### config.mk
export PLATFORM = sky130hd
export DESIGN_NAME = psf_status_top
export DESIGN_NICKNAME = d
export VERILOG_FILES = /design/src/core/psf_pkg.sv /design/src/core/psf_flag_if.sv /design/src/core/psf_status_top.sv /design/src/core/psf_flag_calc.sv /design/src/core/psf_parity.sv
export SDC_FILE = /design/constraint.sdc
export NUM_CORES = 1
export LEC_CHECK = 0
export ABC_AREA = 1
export BUFFER_PORTS_ARGS = -buffer_cell sky130_fd_sc_hd__buf_2
export CORE_ASPECT_RATIO = 1.2
export CORE_UTILIZATION = 58
export DETAILED_ROUTE_END_ITERATION = 8
export PLACE_DENSITY = 0.95
export SETUP_SLACK_MARGIN = 0.05
export SYNTH_ARGS = -nofsm -noshare
export SYNTH_HDL_FRONTEND = slang
export SYNTH_HIERARCHICAL = 1
export SYNTH_SLANG_ARGS = --single-unit
### constraint.sdc
create_clock -name pclk -period 4.2 [get_ports pclk]
set_input_delay 0.42 -clock pclk [delete_from_list [all_inputs] [get_ports pclk]]
set_output_delay 0.42 -clock pclk [all_outputs]
set_load 0.01 [all_outputs]
### src/core/psf_pkg.sv
// Purpose: Shared constants and types for the status flag block
// Assumes: APB slave with 32-bit data, byte addresses
// Notes:   Status word bit layout and flag-op encodings live here
`default_nettype none

package psf_pkg;

  // ==========================================================
  // Register map
  localparam int          PSF_ADDR_W       = 12;
  localparam logic [11:0] PSF_ADDR_STATUS  = 12'h000;
  localparam logic [11:0] PSF_ADDR_BANK    = 12'h004;

  // ==========================================================
  // Status word fields
  localparam int          PSF_POS_CY       = 7;
  localparam int          PSF_POS_AC       = 6;
  localparam int          PSF_POS_F0       = 5;
  localparam int          PSF_POS_BS_HI    = 4;
  localparam int          PSF_POS_BS_LO    = 3;
  localparam int          PSF_POS_OV       = 2;
  localparam int          PSF_POS_F1       = 1;
  localparam int          PSF_POS_PAR      = 0;
  localparam logic [7:0]  PSF_RST_STATUS   = 8'h00;

  // ==========================================================
  // Working register banks: eight registers per bank
  localparam int          PSF_BANK_REG_LOG2 = 3;
  localparam int          PSF_BANK_ADDR_W   = 5;
  localparam logic [4:0]  PSF_RST_BANK_BASE = 5'h00;

  // ==========================================================
  // Flag operations requested by the execution datapath
  typedef enum logic [3:0] {
    PSF_OP_NONE = 4'h0,
    PSF_OP_ADD  = 4'h1,
    PSF_OP_ADDC = 4'h2,
    PSF_OP_SUBB = 4'h3,
    PSF_OP_MUL  = 4'h4,
    PSF_OP_DIV  = 4'h5,
    PSF_OP_CLRC = 4'h6,
    PSF_OP_SETC = 4'h7,
    PSF_OP_CYLD = 4'h8
  } psf_op_t;

endpackage

`default_nettype wire

### src/core/psf_flag_if.sv
// Purpose: Carries operands and flag results between core and calculator
// Assumes: Purely combinational path inside one clock domain
// Notes:   upd_* mark which flags the operation changes
`timescale 1ns/1ps
`default_nettype none

interface psf_flag_if;
  import psf_pkg::*;

  // ==========================================================
  // Request and result bundle
  psf_op_t    op;
  logic [7:0] opnd_a;
  logic [7:0] opnd_b;
  logic       carry_in;
  logic       carry_val;
  logic       new_cy;
  logic       new_ov;
  logic       new_ac;
  logic       upd_cy;
  logic       upd_ov;
  logic       upd_ac;

  modport core (output op, opnd_a, opnd_b, carry_in, carry_val,
                input  new_cy, new_ov, new_ac, upd_cy, upd_ov, upd_ac);
  modport calc (input  op, opnd_a, opnd_b, carry_in, carry_val,
                output new_cy, new_ov, new_ac, upd_cy, upd_ov, upd_ac);
endinterface

`default_nettype wire

### src/core/psf_status_top.sv
// Purpose: Program status word with flag update and bank select
// Assumes: Datapath and APB share pclk; acc_value is same-domain
// Notes:   Zero-wait APB slave; unmapped addresses answer pslverr
//
// Operation
// RULE_01: Bank bits place registers in four banks
// RULE_02: Add overflow: carry from one of bits 6,7
// RULE_03: Subtract overflow: borrow into one of 6,7
// RULE_04: Multiply overflow when product exceeds 255
// RULE_05: Divide clears overflow; zero divisor sets
// RULE_06: Parity flag is odd count of accumulator ones
// RULE_07: User flag one is plain software storage
// RULE_08: User flag zero untouched by instructions
// RULE_09: Each instruction changes only its listed flags
// RULE_10: Software write beats same-cycle instruction updates
//
// Added by the designer: the placing of the registers and the APB slave port.
`timescale 1ns/1ps
`default_nettype none

module psf_status_top
  import psf_pkg::*;
(
  input  wire logic                    pclk,
  input  wire logic                    presetn,
  input  wire logic                    psel,
  input  wire logic                    penable,
  input  wire logic                    pwrite,
  input  wire logic [PSF_ADDR_W-1:0]   paddr,
  input  wire logic [31:0]             pwdata,
  input  wire logic [3:0]              pstrb,
  output var  logic [31:0]             prdata,
  output var  logic                    pready,
  output var  logic                    pslverr,
  input  wire logic                    ex_valid,
  input  wire psf_op_t                 ex_op,
  input  wire logic [7:0]              ex_opnd_a,
  input  wire logic [7:0]              ex_opnd_b,
  input  wire logic                    ex_carry_val,
  input  wire logic [7:0]              acc_value,
  output var  logic [7:0]              status_word,
  output var  logic [PSF_BANK_ADDR_W-1:0] bank_base_addr
);

  // ==========================================================
  // Registers
  logic [7:0]                 psw_ff;
  logic [7:0]                 nxt_psw;
  logic [PSF_BANK_ADDR_W-1:0] bank_base_ff;
  logic [PSF_BANK_ADDR_W-1:0] nxt_bank_base;
  logic [31:0]                prdata_ff;
  logic [31:0]                nxt_prdata;
  logic                       pready_ff;
  logic                       nxt_pready;
  logic                       pslverr_ff;
  logic                       nxt_pslverr;
  logic                       par_odd;

  // ==========================================================
  // APB decode
  wire setup_ph  = psel & ~penable;
  wire access_ph = psel & penable & pready_ff;
  wire hit_psw   = (paddr == PSF_ADDR_STATUS);
  wire hit_bank  = (paddr == PSF_ADDR_BANK);
  wire hit_any   = hit_psw | hit_bank;
  // Status word sits in byte lane 0
  wire psw_wr    = access_ph & pwrite & hit_psw & pstrb[0];

  // Answer one cycle after setup
  assign nxt_pready  = setup_ph;
  assign nxt_pslverr = setup_ph & ~hit_any;

  // Read data captured at the setup edge
  assign nxt_prdata = !setup_ph ? 32'h0000_0000 :
                      hit_psw   ? {24'h00_0000, psw_ff} :
                      hit_bank  ? {27'h000_0000, bank_base_ff} :
                                  32'h0000_0000;

  // ==========================================================
  // Flag calculator and parity
  psf_flag_if fi ();

  assign fi.op        = ex_valid ? ex_op : PSF_OP_NONE;
  assign fi.opnd_a    = ex_opnd_a;
  assign fi.opnd_b    = ex_opnd_b;
  assign fi.carry_in  = psw_ff[PSF_POS_CY];
  assign fi.carry_val = ex_carry_val;

  psf_flag_calc u_calc (
    .fi (fi.calc)
  );

  psf_parity #(
    .WIDTH (8)
  ) u_par (
    .data (acc_value),
    .odd  (par_odd)
  );

  // ==========================================================
  // Next status word
  wire upd_cy = fi.upd_cy;
  wire upd_ov = fi.upd_ov;
  wire upd_ac = fi.upd_ac;

  // Software write wins; flags commit with the result edge
  assign nxt_psw[PSF_POS_CY] = psw_wr ? pwdata[PSF_POS_CY] :  // RULE_10
                               upd_cy ? fi.new_cy :  // RULE_09
                                        psw_ff[PSF_POS_CY];
  assign nxt_psw[PSF_POS_AC] = psw_wr ? pwdata[PSF_POS_AC] :  // RULE_10
                               upd_ac ? fi.new_ac :  // RULE_09
                                        psw_ff[PSF_POS_AC];
  assign nxt_psw[PSF_POS_OV] = psw_wr ? pwdata[PSF_POS_OV] :  // RULE_10
                               upd_ov ? fi.new_ov :  // RULE_09
                                        psw_ff[PSF_POS_OV];
  // User flags change only by software
  assign nxt_psw[PSF_POS_F0] = psw_wr ? pwdata[PSF_POS_F0] :  // RULE_08
                                        psw_ff[PSF_POS_F0];
  assign nxt_psw[PSF_POS_F1] = psw_wr ? pwdata[PSF_POS_F1] :  // RULE_07
                                        psw_ff[PSF_POS_F1];
  // Bank select bits
  assign nxt_psw[PSF_POS_BS_HI] = psw_wr ? pwdata[PSF_POS_BS_HI] :
                                           psw_ff[PSF_POS_BS_HI];
  assign nxt_psw[PSF_POS_BS_LO] = psw_wr ? pwdata[PSF_POS_BS_LO] :
                                           psw_ff[PSF_POS_BS_LO];
  // Parity is read-only and tracks the accumulator
  assign nxt_psw[PSF_POS_PAR] = par_odd;  // RULE_06

  // Bank base: bank number times eight registers
  assign nxt_bank_base = {nxt_psw[PSF_POS_BS_HI:PSF_POS_BS_LO],  // RULE_01
                          {PSF_BANK_REG_LOG2{1'b0}}};

  // ==========================================================
  // State registers
  always_ff @(posedge pclk or negedge presetn) begin
    if (!presetn) begin
      psw_ff       <= PSF_RST_STATUS;
      bank_base_ff <= PSF_RST_BANK_BASE;
    end else begin
      psw_ff       <= nxt_psw;
      bank_base_ff <= nxt_bank_base;
    end
  end

  // APB answer registers
  always_ff @(posedge pclk or negedge presetn) begin
    if (!presetn) begin
      prdata_ff  <= 32'h0000_0000;
      pready_ff  <= 1'b0;
      pslverr_ff <= 1'b0;
    end else begin
      prdata_ff  <= nxt_prdata;
      pready_ff  <= nxt_pready;
      pslverr_ff <= nxt_pslverr;
    end
  end

  // ==========================================================
  // Outputs
  assign prdata         = prdata_ff;
  assign pready         = pready_ff;
  assign pslverr        = pslverr_ff;
  assign status_word    = psw_ff;
  assign bank_base_addr = bank_base_ff;

  // Independent overflow and aux-carry references
  wire       op_go   = ex_valid & ~psw_wr;
  wire       cy_now  = psw_ff[PSF_POS_CY];
  wire [7:0] sum8    = ex_opnd_a + ex_opnd_b
                     + {7'h00, (ex_op == PSF_OP_ADDC) & cy_now};
  wire [7:0] dif8    = ex_opnd_a - ex_opnd_b - {7'h00, cy_now};
  wire       ref_aov = (ex_opnd_a[7] == ex_opnd_b[7])
                     & (sum8[7] != ex_opnd_a[7]);
  wire       ref_sov = (ex_opnd_a[7] != ex_opnd_b[7])
                     & (dif8[7] != ex_opnd_a[7]);
  wire [4:0] nib5    = {1'b0, ex_opnd_a[3:0]} + {1'b0, ex_opnd_b[3:0]}
                     + {4'h0, (ex_op == PSF_OP_ADDC) & cy_now};
  wire       ref_aac = (nib5 > 5'h0F);
  wire       ref_mov = (ex_opnd_a != 8'h00) & (ex_opnd_b != 8'h00)
                     & ({8'h00, ex_opnd_a} * {8'h00, ex_opnd_b}
                        > 16'h00FF);
endmodule

`default_nettype wire

### src/core/psf_flag_calc.sv
// Purpose: Computes carry, overflow and aux-carry for one flag operation
// Assumes: Operands are stable for the cycle the op is presented
// Notes:   Pure combinational logic, no state
`timescale 1ns/1ps
`default_nettype none

module psf_flag_calc
  import psf_pkg::*;
(
  psf_flag_if.calc fi
);

  // ==========================================================
  // Adder and subtractor slices
  wire       cin_add = (fi.op == PSF_OP_ADDC) & fi.carry_in;
  wire [8:0] add9 = {1'b0, fi.opnd_a} + {1'b0, fi.opnd_b}
                  + {8'h00, cin_add};
  wire [7:0] add7 = {1'b0, fi.opnd_a[6:0]} + {1'b0, fi.opnd_b[6:0]}
                  + {7'h00, cin_add};
  wire [4:0] add4 = {1'b0, fi.opnd_a[3:0]} + {1'b0, fi.opnd_b[3:0]}
                  + {4'h0, cin_add};
  wire [8:0] sub9 = {1'b0, fi.opnd_a} - {1'b0, fi.opnd_b}
                  - {8'h00, fi.carry_in};
  wire [7:0] sub7 = {1'b0, fi.opnd_a[6:0]} - {1'b0, fi.opnd_b[6:0]}
                  - {7'h00, fi.carry_in};
  wire [4:0] sub4 = {1'b0, fi.opnd_a[3:0]} - {1'b0, fi.opnd_b[3:0]}
                  - {4'h0, fi.carry_in};
  wire [15:0] prod = {8'h00, fi.opnd_a} * {8'h00, fi.opnd_b};

  // Overflow is set when exactly one of bit 6 and bit 7 carries
  wire add_ov = add7[7] ^ add9[8];  // RULE_02
  // Borrow into exactly one of bit 6 and bit 7
  wire sub_ov = sub7[7] ^ sub9[8];  // RULE_03
  wire mul_ov = |prod[15:8];  // RULE_04
  wire div_ov = (fi.opnd_b == 8'h00);  // RULE_05

  // ==========================================================
  // Flag selection per operation
  always_comb begin
    fi.new_cy = 1'b0;
    fi.new_ov = 1'b0;
    fi.new_ac = 1'b0;
    fi.upd_cy = 1'b0;
    fi.upd_ov = 1'b0;
    fi.upd_ac = 1'b0;
    case (fi.op)
      PSF_OP_ADD, PSF_OP_ADDC: begin
        {fi.upd_cy, fi.upd_ov, fi.upd_ac} = 3'h7;  // RULE_09
        fi.new_cy = add9[8];
        fi.new_ov = add_ov;
        fi.new_ac = add4[4];
      end
      PSF_OP_SUBB: begin
        {fi.upd_cy, fi.upd_ov, fi.upd_ac} = 3'h7;  // RULE_09
        fi.new_cy = sub9[8];
        fi.new_ov = sub_ov;
        fi.new_ac = sub4[4];
      end
      PSF_OP_MUL: begin
        {fi.upd_cy, fi.upd_ov} = 2'h3;  // RULE_09
        fi.new_ov = mul_ov;
      end
      PSF_OP_DIV: begin
        {fi.upd_cy, fi.upd_ov} = 2'h3;  // RULE_09
        fi.new_ov = div_ov;
      end
      PSF_OP_CLRC: fi.upd_cy = 1'b1;  // RULE_09
      PSF_OP_SETC: begin
        fi.upd_cy = 1'b1;  // RULE_09
        fi.new_cy = 1'b1;
      end
      PSF_OP_CYLD: begin
        fi.upd_cy = 1'b1;  // RULE_09
        fi.new_cy = fi.carry_val;
      end
      default: fi.upd_cy = 1'b0;
    endcase
  end

endmodule

`default_nettype wire

### src/core/psf_parity.sv
// Purpose: Odd-ones detector over the accumulator value
// Assumes: Accumulator value comes from logic on the same clock
// Notes:   Result is 1 when the count of one bits is odd
`timescale 1ns/1ps
`default_nettype none

module psf_parity #(
  parameter int WIDTH = 8
) (
  input  wire logic [WIDTH-1:0] data,
  output var  logic             odd
);

  // ==========================================================
  // XOR chain, one stage per bit
  logic [WIDTH:0] chain;

  assign chain[0] = 1'b0;
  for (genvar i = 0; i < WIDTH; i++) begin : g_bit
    assign chain[i+1] = chain[i] ^ data[i];  // RULE_06
  end
  assign odd = chain[WIDTH];

endmodule

`default_nettype wire

After elaboration in Yosys (flattened, before gate mapping)
Cells that the tools add are included.
W data, S select, Z words.
{ "totals": {"register_bits": 20, "latch_bits": 0, "ram_bits": 0, "rom_bits": 0, "output_inout_bits": 47, "wordCells": 79, "mem_count": 0} }
{ "op_classes": {"n_addsub": 12, "multipliers": 1, "div": 0, "n_lt_le_gt_ge": 0, "n_eq_ne": 9, "shifts": 0, "n_mux": 18, "n_bitwise": 20, "n_reduce_logical": 10} }
{ "op_table": {"columns": ["op", "count"], "rows": [
  ["$eq A4 B3 Y1 const B", 4],
  ["$mul A8 B8 Y16", 1],
  ["$mux W8", 2],
  ["$reduce_or A8 Y1", 2],
  ["$eq A12 B3 Y1 const B", 1],
  ["$logic_not A12 Y1", 1],
  ["$mux W1", 11],
  ["$add A8 B8 Y9", 1],
  ["$add A9 B1 Y9", 1],
  ["$sub A8 B8 Y9", 1],
  ["$sub A9 B1 Y9", 1],
  ["$xor A1 B1 Y1", 9],
  ["$add A7 B7 Y8", 1],
  ["$add A8 B1 Y8", 1],
  ["$and A1 B1 Y1", 8],
  ["$eq A4 B2 Y1 const B", 2],
  ["$logic_not A8 Y1", 1],
  ["$pmux W1 S4", 2],
  ["$sub A7 B7 Y8", 1],
  ["$sub A8 B1 Y8", 1],
  ["$reduce_bool A2 Y1", 3],
  ["$add A4 B4 Y5", 1],
  ["$add A5 B1 Y5", 1],
  ["$mux W5", 1],
  ["11 further kinds", 12]
]} }

Logic depth before layout (Yosys ltp)
{ "depth": {"ltp_word": 8, "ltp_mapped": 30} }

Hierarchy
The synthesis kept the hierarchy.
{ "modules_own_cells": {"columns": ["module", "n_inst", "cells_each", "area_each_um2", "seq_area_each_um2"], "rows": [
  ["psf_flag_calc", 1, 473, 3010.4, 0.0],
  ["psf_status_top", 1, 125, 1081.0, 450.4],
  ["psf_parity", 1, 28, 131.4, 0.0]
]} }

Worst setup path after synthesis
No wires, ideal clock.
{ "synth_path": {"path_kind": "in2reg", "from": "input port ex_opnd_b[7]", "to": "register psw_ff[2], in the netlist status_word[2]", "setup_time_ps": 117, "t_arrival_ps": 4258, "required_ps": 4083, "slack_ps": -175, "path_stages": 24, "path_buffers": 1, "cell_sequence": "clkbuf_1 nand2_1 fa_1 fa_1 fa_1 fa_1 inv_1 ha_1 a21oi_1 nor2_1 nor2_1 nor2_1 nor2_1 nand2_1 nand2_1 nand3_1 nor2_1 nand2_1 nand2_1 nand2_1 nand2_1 o21ai_0 nand2_1 nand2_1"} }
{ "synth_via": {"elab_chain_len": 6, "elab_cells_between_ends": 12, "cone_classes": "add/sub: 4; mul: 1; mux: 3; bitwise: 2; reduce/logical: 2"} }
{ "synth_lines": {"columns": ["item", "line", "source"], "rows": [
  ["from (decl)", "psf_status_top.sv:38", "input wire logic [7:0] ex_opnd_b,"],
  ["branches (longest 3 deep; another with $mul A8 B8 Y16)", null, null],
  ["$pmux W1 S4 *", "psf_flag_calc.sv:46", "case (fi.op)"],
  ["named net fi.new_ov", "psf_flag_if.sv:18", "logic new_ov;"],
  ["$mux W1 *", "psf_status_top.sv:114", "upd_ov ? fi.new_ov :"],
  ["$mux W1 *", "psf_status_top.sv:113", "assign nxt_psw[PSF_POS_OV] = psw_wr ? pwdata[PSF_POS_OV] :"],
  ["to (signal assigned)", "psf_status_top.sv:140", "psw_ff <= nxt_psw;"],
  ["to (decl)", "psf_status_top.sv:47", "logic [7:0] psw_ff;"]
]} }
Mark *: on every way through the listed nets, which the timed path passes. The select of a mux whose other input is x is not followed.
A chain may end at the register's enable or synchronous reset.

Worst setup path after layout
{ "layout_path": {"from": "input port ex_opnd_a[4]", "to": "register psw_ff[2], in the netlist status_word[2]"} }
{ "layout_via": {"elab_chain_len": 6, "elab_cells_between_ends": 15, "cone_classes": "add/sub: 8; mul: 1; mux: 3; bitwise: 2; reduce/logical: 1"} }
{ "layout_lines": {"columns": ["item", "line", "source"], "rows": [
  ["from (decl)", "psf_status_top.sv:37", "input wire logic [7:0] ex_opnd_a,"],
  ["branches (longest 3 deep; another with $mul A8 B8 Y16)", null, null],
  ["$pmux W1 S4 *", "psf_flag_calc.sv:46", null],
  ["named net fi.new_ov", "psf_flag_if.sv:18", null],
  ["$mux W1 *", "psf_status_top.sv:114", null],
  ["$mux W1 *", "psf_status_top.sv:113", null]
]} }
Marks and branches as above.

==> flow_summary.yaml <==
run_status:
  outcome: "complete, but fails checks"
  violations: "setup timing"
detailed_routing:
  drt-wirelength-per-cell_um: 15.8
  antenna_left: 0
  drt_pre_antenna_iters: 5
  detail_route.drc_violations: 0
  drt_iter0_drc: 267
  via_count: 4454
  detail_route.wirelength_um: 12900
  route.detailed.vias_per_inst: 5.48
clocking:
  cts_sinks: 18
  depth_of_the_cts_h_tree: 1
  clock_root_buffer: "sky130_fd_sc_hd__clkbuf_8"
  clock_path_buffers: 2
  cts.clk_slew.worst_paths_ns: 0.08
  ctsHoldBuffers: 0
  clk-insertion-delay-late_ns: 0.26
  total_cts_buffers: 3
  cts_tree: "done"
pwr:
  power_density_over_cell_area_nw_per_um2: 357
  total_leakage_power_uw: 0.00321
  vdd_drop_max_mv: 0.269
finish:
  layout.nets: 899
  layout-area-overhead-vs-synth_pct: 21.2
  multi_input_comb_area_um2: 3170
  final.fill_count: 449
  final_cell_count_no_fill: 813
  drive_above_1_share: 0.263
  ff_latch_area_um2: 450
  antennaDiodeCount: 0
synth:
  synth_ff_type: "sky130_fd_sc_hd__dfrtp_1"
  synth-warning-count: 6
  cell_count_after_synthesis: 626
  avgSynthCellArea_um2: 6.75
  post_synth_num_cell_types: 36
  edff_count_synth: 0
  synth_top_area_cell: "sky130_fd_sc_hd__fa_1"
  ys_seq_area_frac: 0.107
  synth.top_cells.by_area: "sky130_fd_sc_hd__fa_1, sky130_fd_sc_hd__nand2_1, sky130_fd_sc_hd__ha_1"
  async_flop_share: 1.00
  synth_top_cell_area_share: 0.171
  synth_area_um2: 4220
  ys_ff_latch: 18
sta:
  final.min_clock_period_ns: 4.37
  drv_slew: 0
  period_share: 1.04
  fin_skew_ns: 0.0129
  final.hold.worst_slack_ns: 0.0747
  max_clock_freq_ghz: 0.229
  hold_viol_final: 0
  rsz0062_at_grt: "true"
  report.final.setup_viol: 1
  final_critical_path_setup_slack_ns: -0.170
critical_path:
  end_kind: "flip-flop"
  worst_ep_required_time_ns: 4.36
  worstSetupPathType: "in2reg"
  slowest_stage: "sky130_fd_sc_hd__fa_1"
  crit_arrival_ns: 4.53
  cp_common_cell: "sky130_fd_sc_hd__nand2_1"
  cp_slowest_stage_delay_ns: 0.61
  timing.critical_path.from_type: "input port"
  timing.critical_path.cells: "buf_8 -> buf_6 -> nand2_2 -> inv_2 -> fa_1 -> inv_2 -> fa_1 -> inv_1 -> fa_1 -> fa_1 -> ha_4 -> nand2_1 -> nor2_1 -> a21oi_1 -> xor2_1 -> nand2_1 -> nor2_1 -> nand2_1 -> nand2_1 -> nand2_2 -> nand2_2 -> o21ai_2 -> nand2_1 -> nand2_1"
  maximum_fanout_encountered_on_the_critical_timing_path: 4
floorplanning:
  placement_rows: 33
  start_util: 0.609
  coreArea_um2: 6940
  die_height_um: 95.5
  dieArea_um2: 7630
  die_x_um: 79.9
  pin_count: 130
global_routing:
  global_route_wire_length_before_repair_um: 20600
  gr-total-overflow: 0
  number_of_global_route_vias_before_repair: 4835
  grt_util_all_layers: 0.350
  number_of_antenna_violations_at_the_first_check_in_global_routing: 0
  grt_start_max_net_pins: 19
placed_design:
  dp_hpwl_um: 9420
  dpl.cell_count: 805
  finalWeightedCongestion: 0.901
  port_buffers: 74
  dpl_worst_slack_ns: -0.453
hold_path:
  kind_of_path_behind_the_tightest_hold_check: "in2async"
run:
  max_cap_violations: 0
[where the power goes]
part           total (uW)  internal, uW  switching [uW]
combinational        1490           650             844
sequential            186           181            5.39
clock                 146          83.3            62.8
total                1830           914             912
[cell usage after synthesis (2+ instances only)]
master	count
sky130_fd_sc_hd__a21oi_1	17
sky130_fd_sc_hd__nand3_2	3
sky130_fd_sc_hd__nor2_4	2
sky130_fd_sc_hd__o21ai_1	2
sky130_fd_sc_hd__nand3b_1	2
sky130_fd_sc_hd__fa_1	36
sky130_fd_sc_hd__ha_1	53
sky130_fd_sc_hd__nor2_2	5
sky130_fd_sc_hd__inv_1	147
sky130_fd_sc_hd__xor2_1	4
sky130_fd_sc_hd__o21bai_1	3
sky130_fd_sc_hd__nand2_2	5
sky130_fd_sc_hd__nor3_2	5
sky130_fd_sc_hd__inv_2	9
sky130_fd_sc_hd__o21ai_0	5
sky130_fd_sc_hd__nor3_1	7
sky130_fd_sc_hd__nor4_1	2
sky130_fd_sc_hd__dfrtp_1	18
sky130_fd_sc_hd__nand4_1	12
sky130_fd_sc_hd__nand2_1	179
sky130_fd_sc_hd__nand3_1	20
sky130_fd_sc_hd__buf_4	32
sky130_fd_sc_hd__clkbuf_1	12
sky130_fd_sc_hd__nor2_1	33
sky130_fd_sc_hd__xnor2_1	2
[per-layer routing]
layer  GRT usage  part of all wire  up-vias
li1            -                 -     2006
met1       0.325              0.33     2042
met2       0.667              0.53      302
met3      0.0555             0.066      104
met4       0.280             0.075        0
met5           0                 0        -
[layout by cell type (no fill, tap or decap), types with 2 or more instances in the layout]
cell type and count:
sky130_fd_sc_hd__nand3b_1 2, sky130_fd_sc_hd__nand3_2 3, sky130_fd_sc_hd__o21ai_1 2, sky130_fd_sc_hd__conb_1 27
sky130_fd_sc_hd__nand2_1 164, sky130_fd_sc_hd__nor2_4 2, sky130_fd_sc_hd__a21oi_1 12, sky130_fd_sc_hd__nor3_1 6
sky130_fd_sc_hd__buf_4 44, sky130_fd_sc_hd__nor3_2 6, sky130_fd_sc_hd__xnor2_1 2, sky130_fd_sc_hd__ha_4 8
sky130_fd_sc_hd__a21oi_2 5, sky130_fd_sc_hd__ha_1 44, sky130_fd_sc_hd__inv_2 15, sky130_fd_sc_hd__nand2_4 4
sky130_fd_sc_hd__o21bai_1 3, sky130_fd_sc_hd__nand3_1 20, sky130_fd_sc_hd__fa_1 34, sky130_fd_sc_hd__fa_2 2
sky130_fd_sc_hd__nand2_2 17, sky130_fd_sc_hd__dfrtp_1 18, sky130_fd_sc_hd__buf_6 5, sky130_fd_sc_hd__nor2_2 5
sky130_fd_sc_hd__nor2_1 33, sky130_fd_sc_hd__nand4_1 12, sky130_fd_sc_hd__inv_1 141, sky130_fd_sc_hd__clkbuf_8 4
sky130_fd_sc_hd__xor2_1 4, sky130_fd_sc_hd__nor4_1 2, sky130_fd_sc_hd__buf_2 63, sky130_fd_sc_hd__o21ai_0 4
[critical path: cells and delay by family]
kind	cells	cell delay (ns)
AO/OA/AOI/OAI	2	0.28
XOR/XNOR	1	0.17
adder cells (fa/ha/maj)	5	2.34
buffers and inverters	5	0.36
AND/OR/NAND/NOR	11	0.96
[timing repair]
item                                   4_1_cts  5_1_grt
endpoints found under the hold margin        0        0
buffers inserted                             4        0
setup endpoints to repair                    1        1
gates resized for setup                     48        8
pin swaps                                   37       15
[final cells by class]
class                      count  share of cell area
multi-input combinational    432               0.619
sequential                    18              0.0880
timing repair buffer         115               0.146
tap                           87              0.0213
inverter                     157               0.115
clock buffer                   4              0.0108
[flip-flops by register name, indices dropped and copies added (netlist names)]
| signal | cells |
|---|---|
| pslverr | 1 |
| pready | 1 |
| bank_base_addr | 2 |
| status_word | 6 |
| prdata | 8 |
[kinds of logic after synthesis]
family                   count (synthesis)  synth area share
AO/OA/AOI/OAI                           31            0.0415
other                                    1          0.000888
flip-flops                              18             0.107
XOR/XNOR                                 6            0.0124
buffers and inverters                  202             0.211
AND/OR/NAND/NOR                        279             0.300
adder cells (fa/ha/maj)                 89             0.328
[worst paths after layout]
kind,from,to,slack [ns],cells past startpoint
min in group pclk,pwdata[2],status_word[2],0.41,3
worst max-delay path,ex_opnd_a[4],status_word[2],-0.17,24
max in group asynchronous,presetn,prdata[0],3.83,1
worst max register to register,status_word[7],status_word[2],1.67,17
worst min register to register,status_word[5],status_word[5],0.55,2
worst min-delay path,presetn,status_word[1],0.07,1
[stage by stage]
| stage | utilization | setup TNS, ns | area [um2] | power, uW |
|---|---|---|---|---|
| final | 0.738 | -0.170 | 5120 | 1830 |
| after global placement | 0.696 | -0.290 | 4830 | 1320 |
| after CTS | 0.733 | -0.0129 | 5090 | 1730 |
| after floorplan | - | 0 | 4390 | 1060 |
| after detailed placement | 0.696 | -0.453 | 4830 | 1420 |
| after global routing | 0.738 | -0.287 | 5120 | 1950 |
Note: power is estimated with default switching activity, not from simulation.
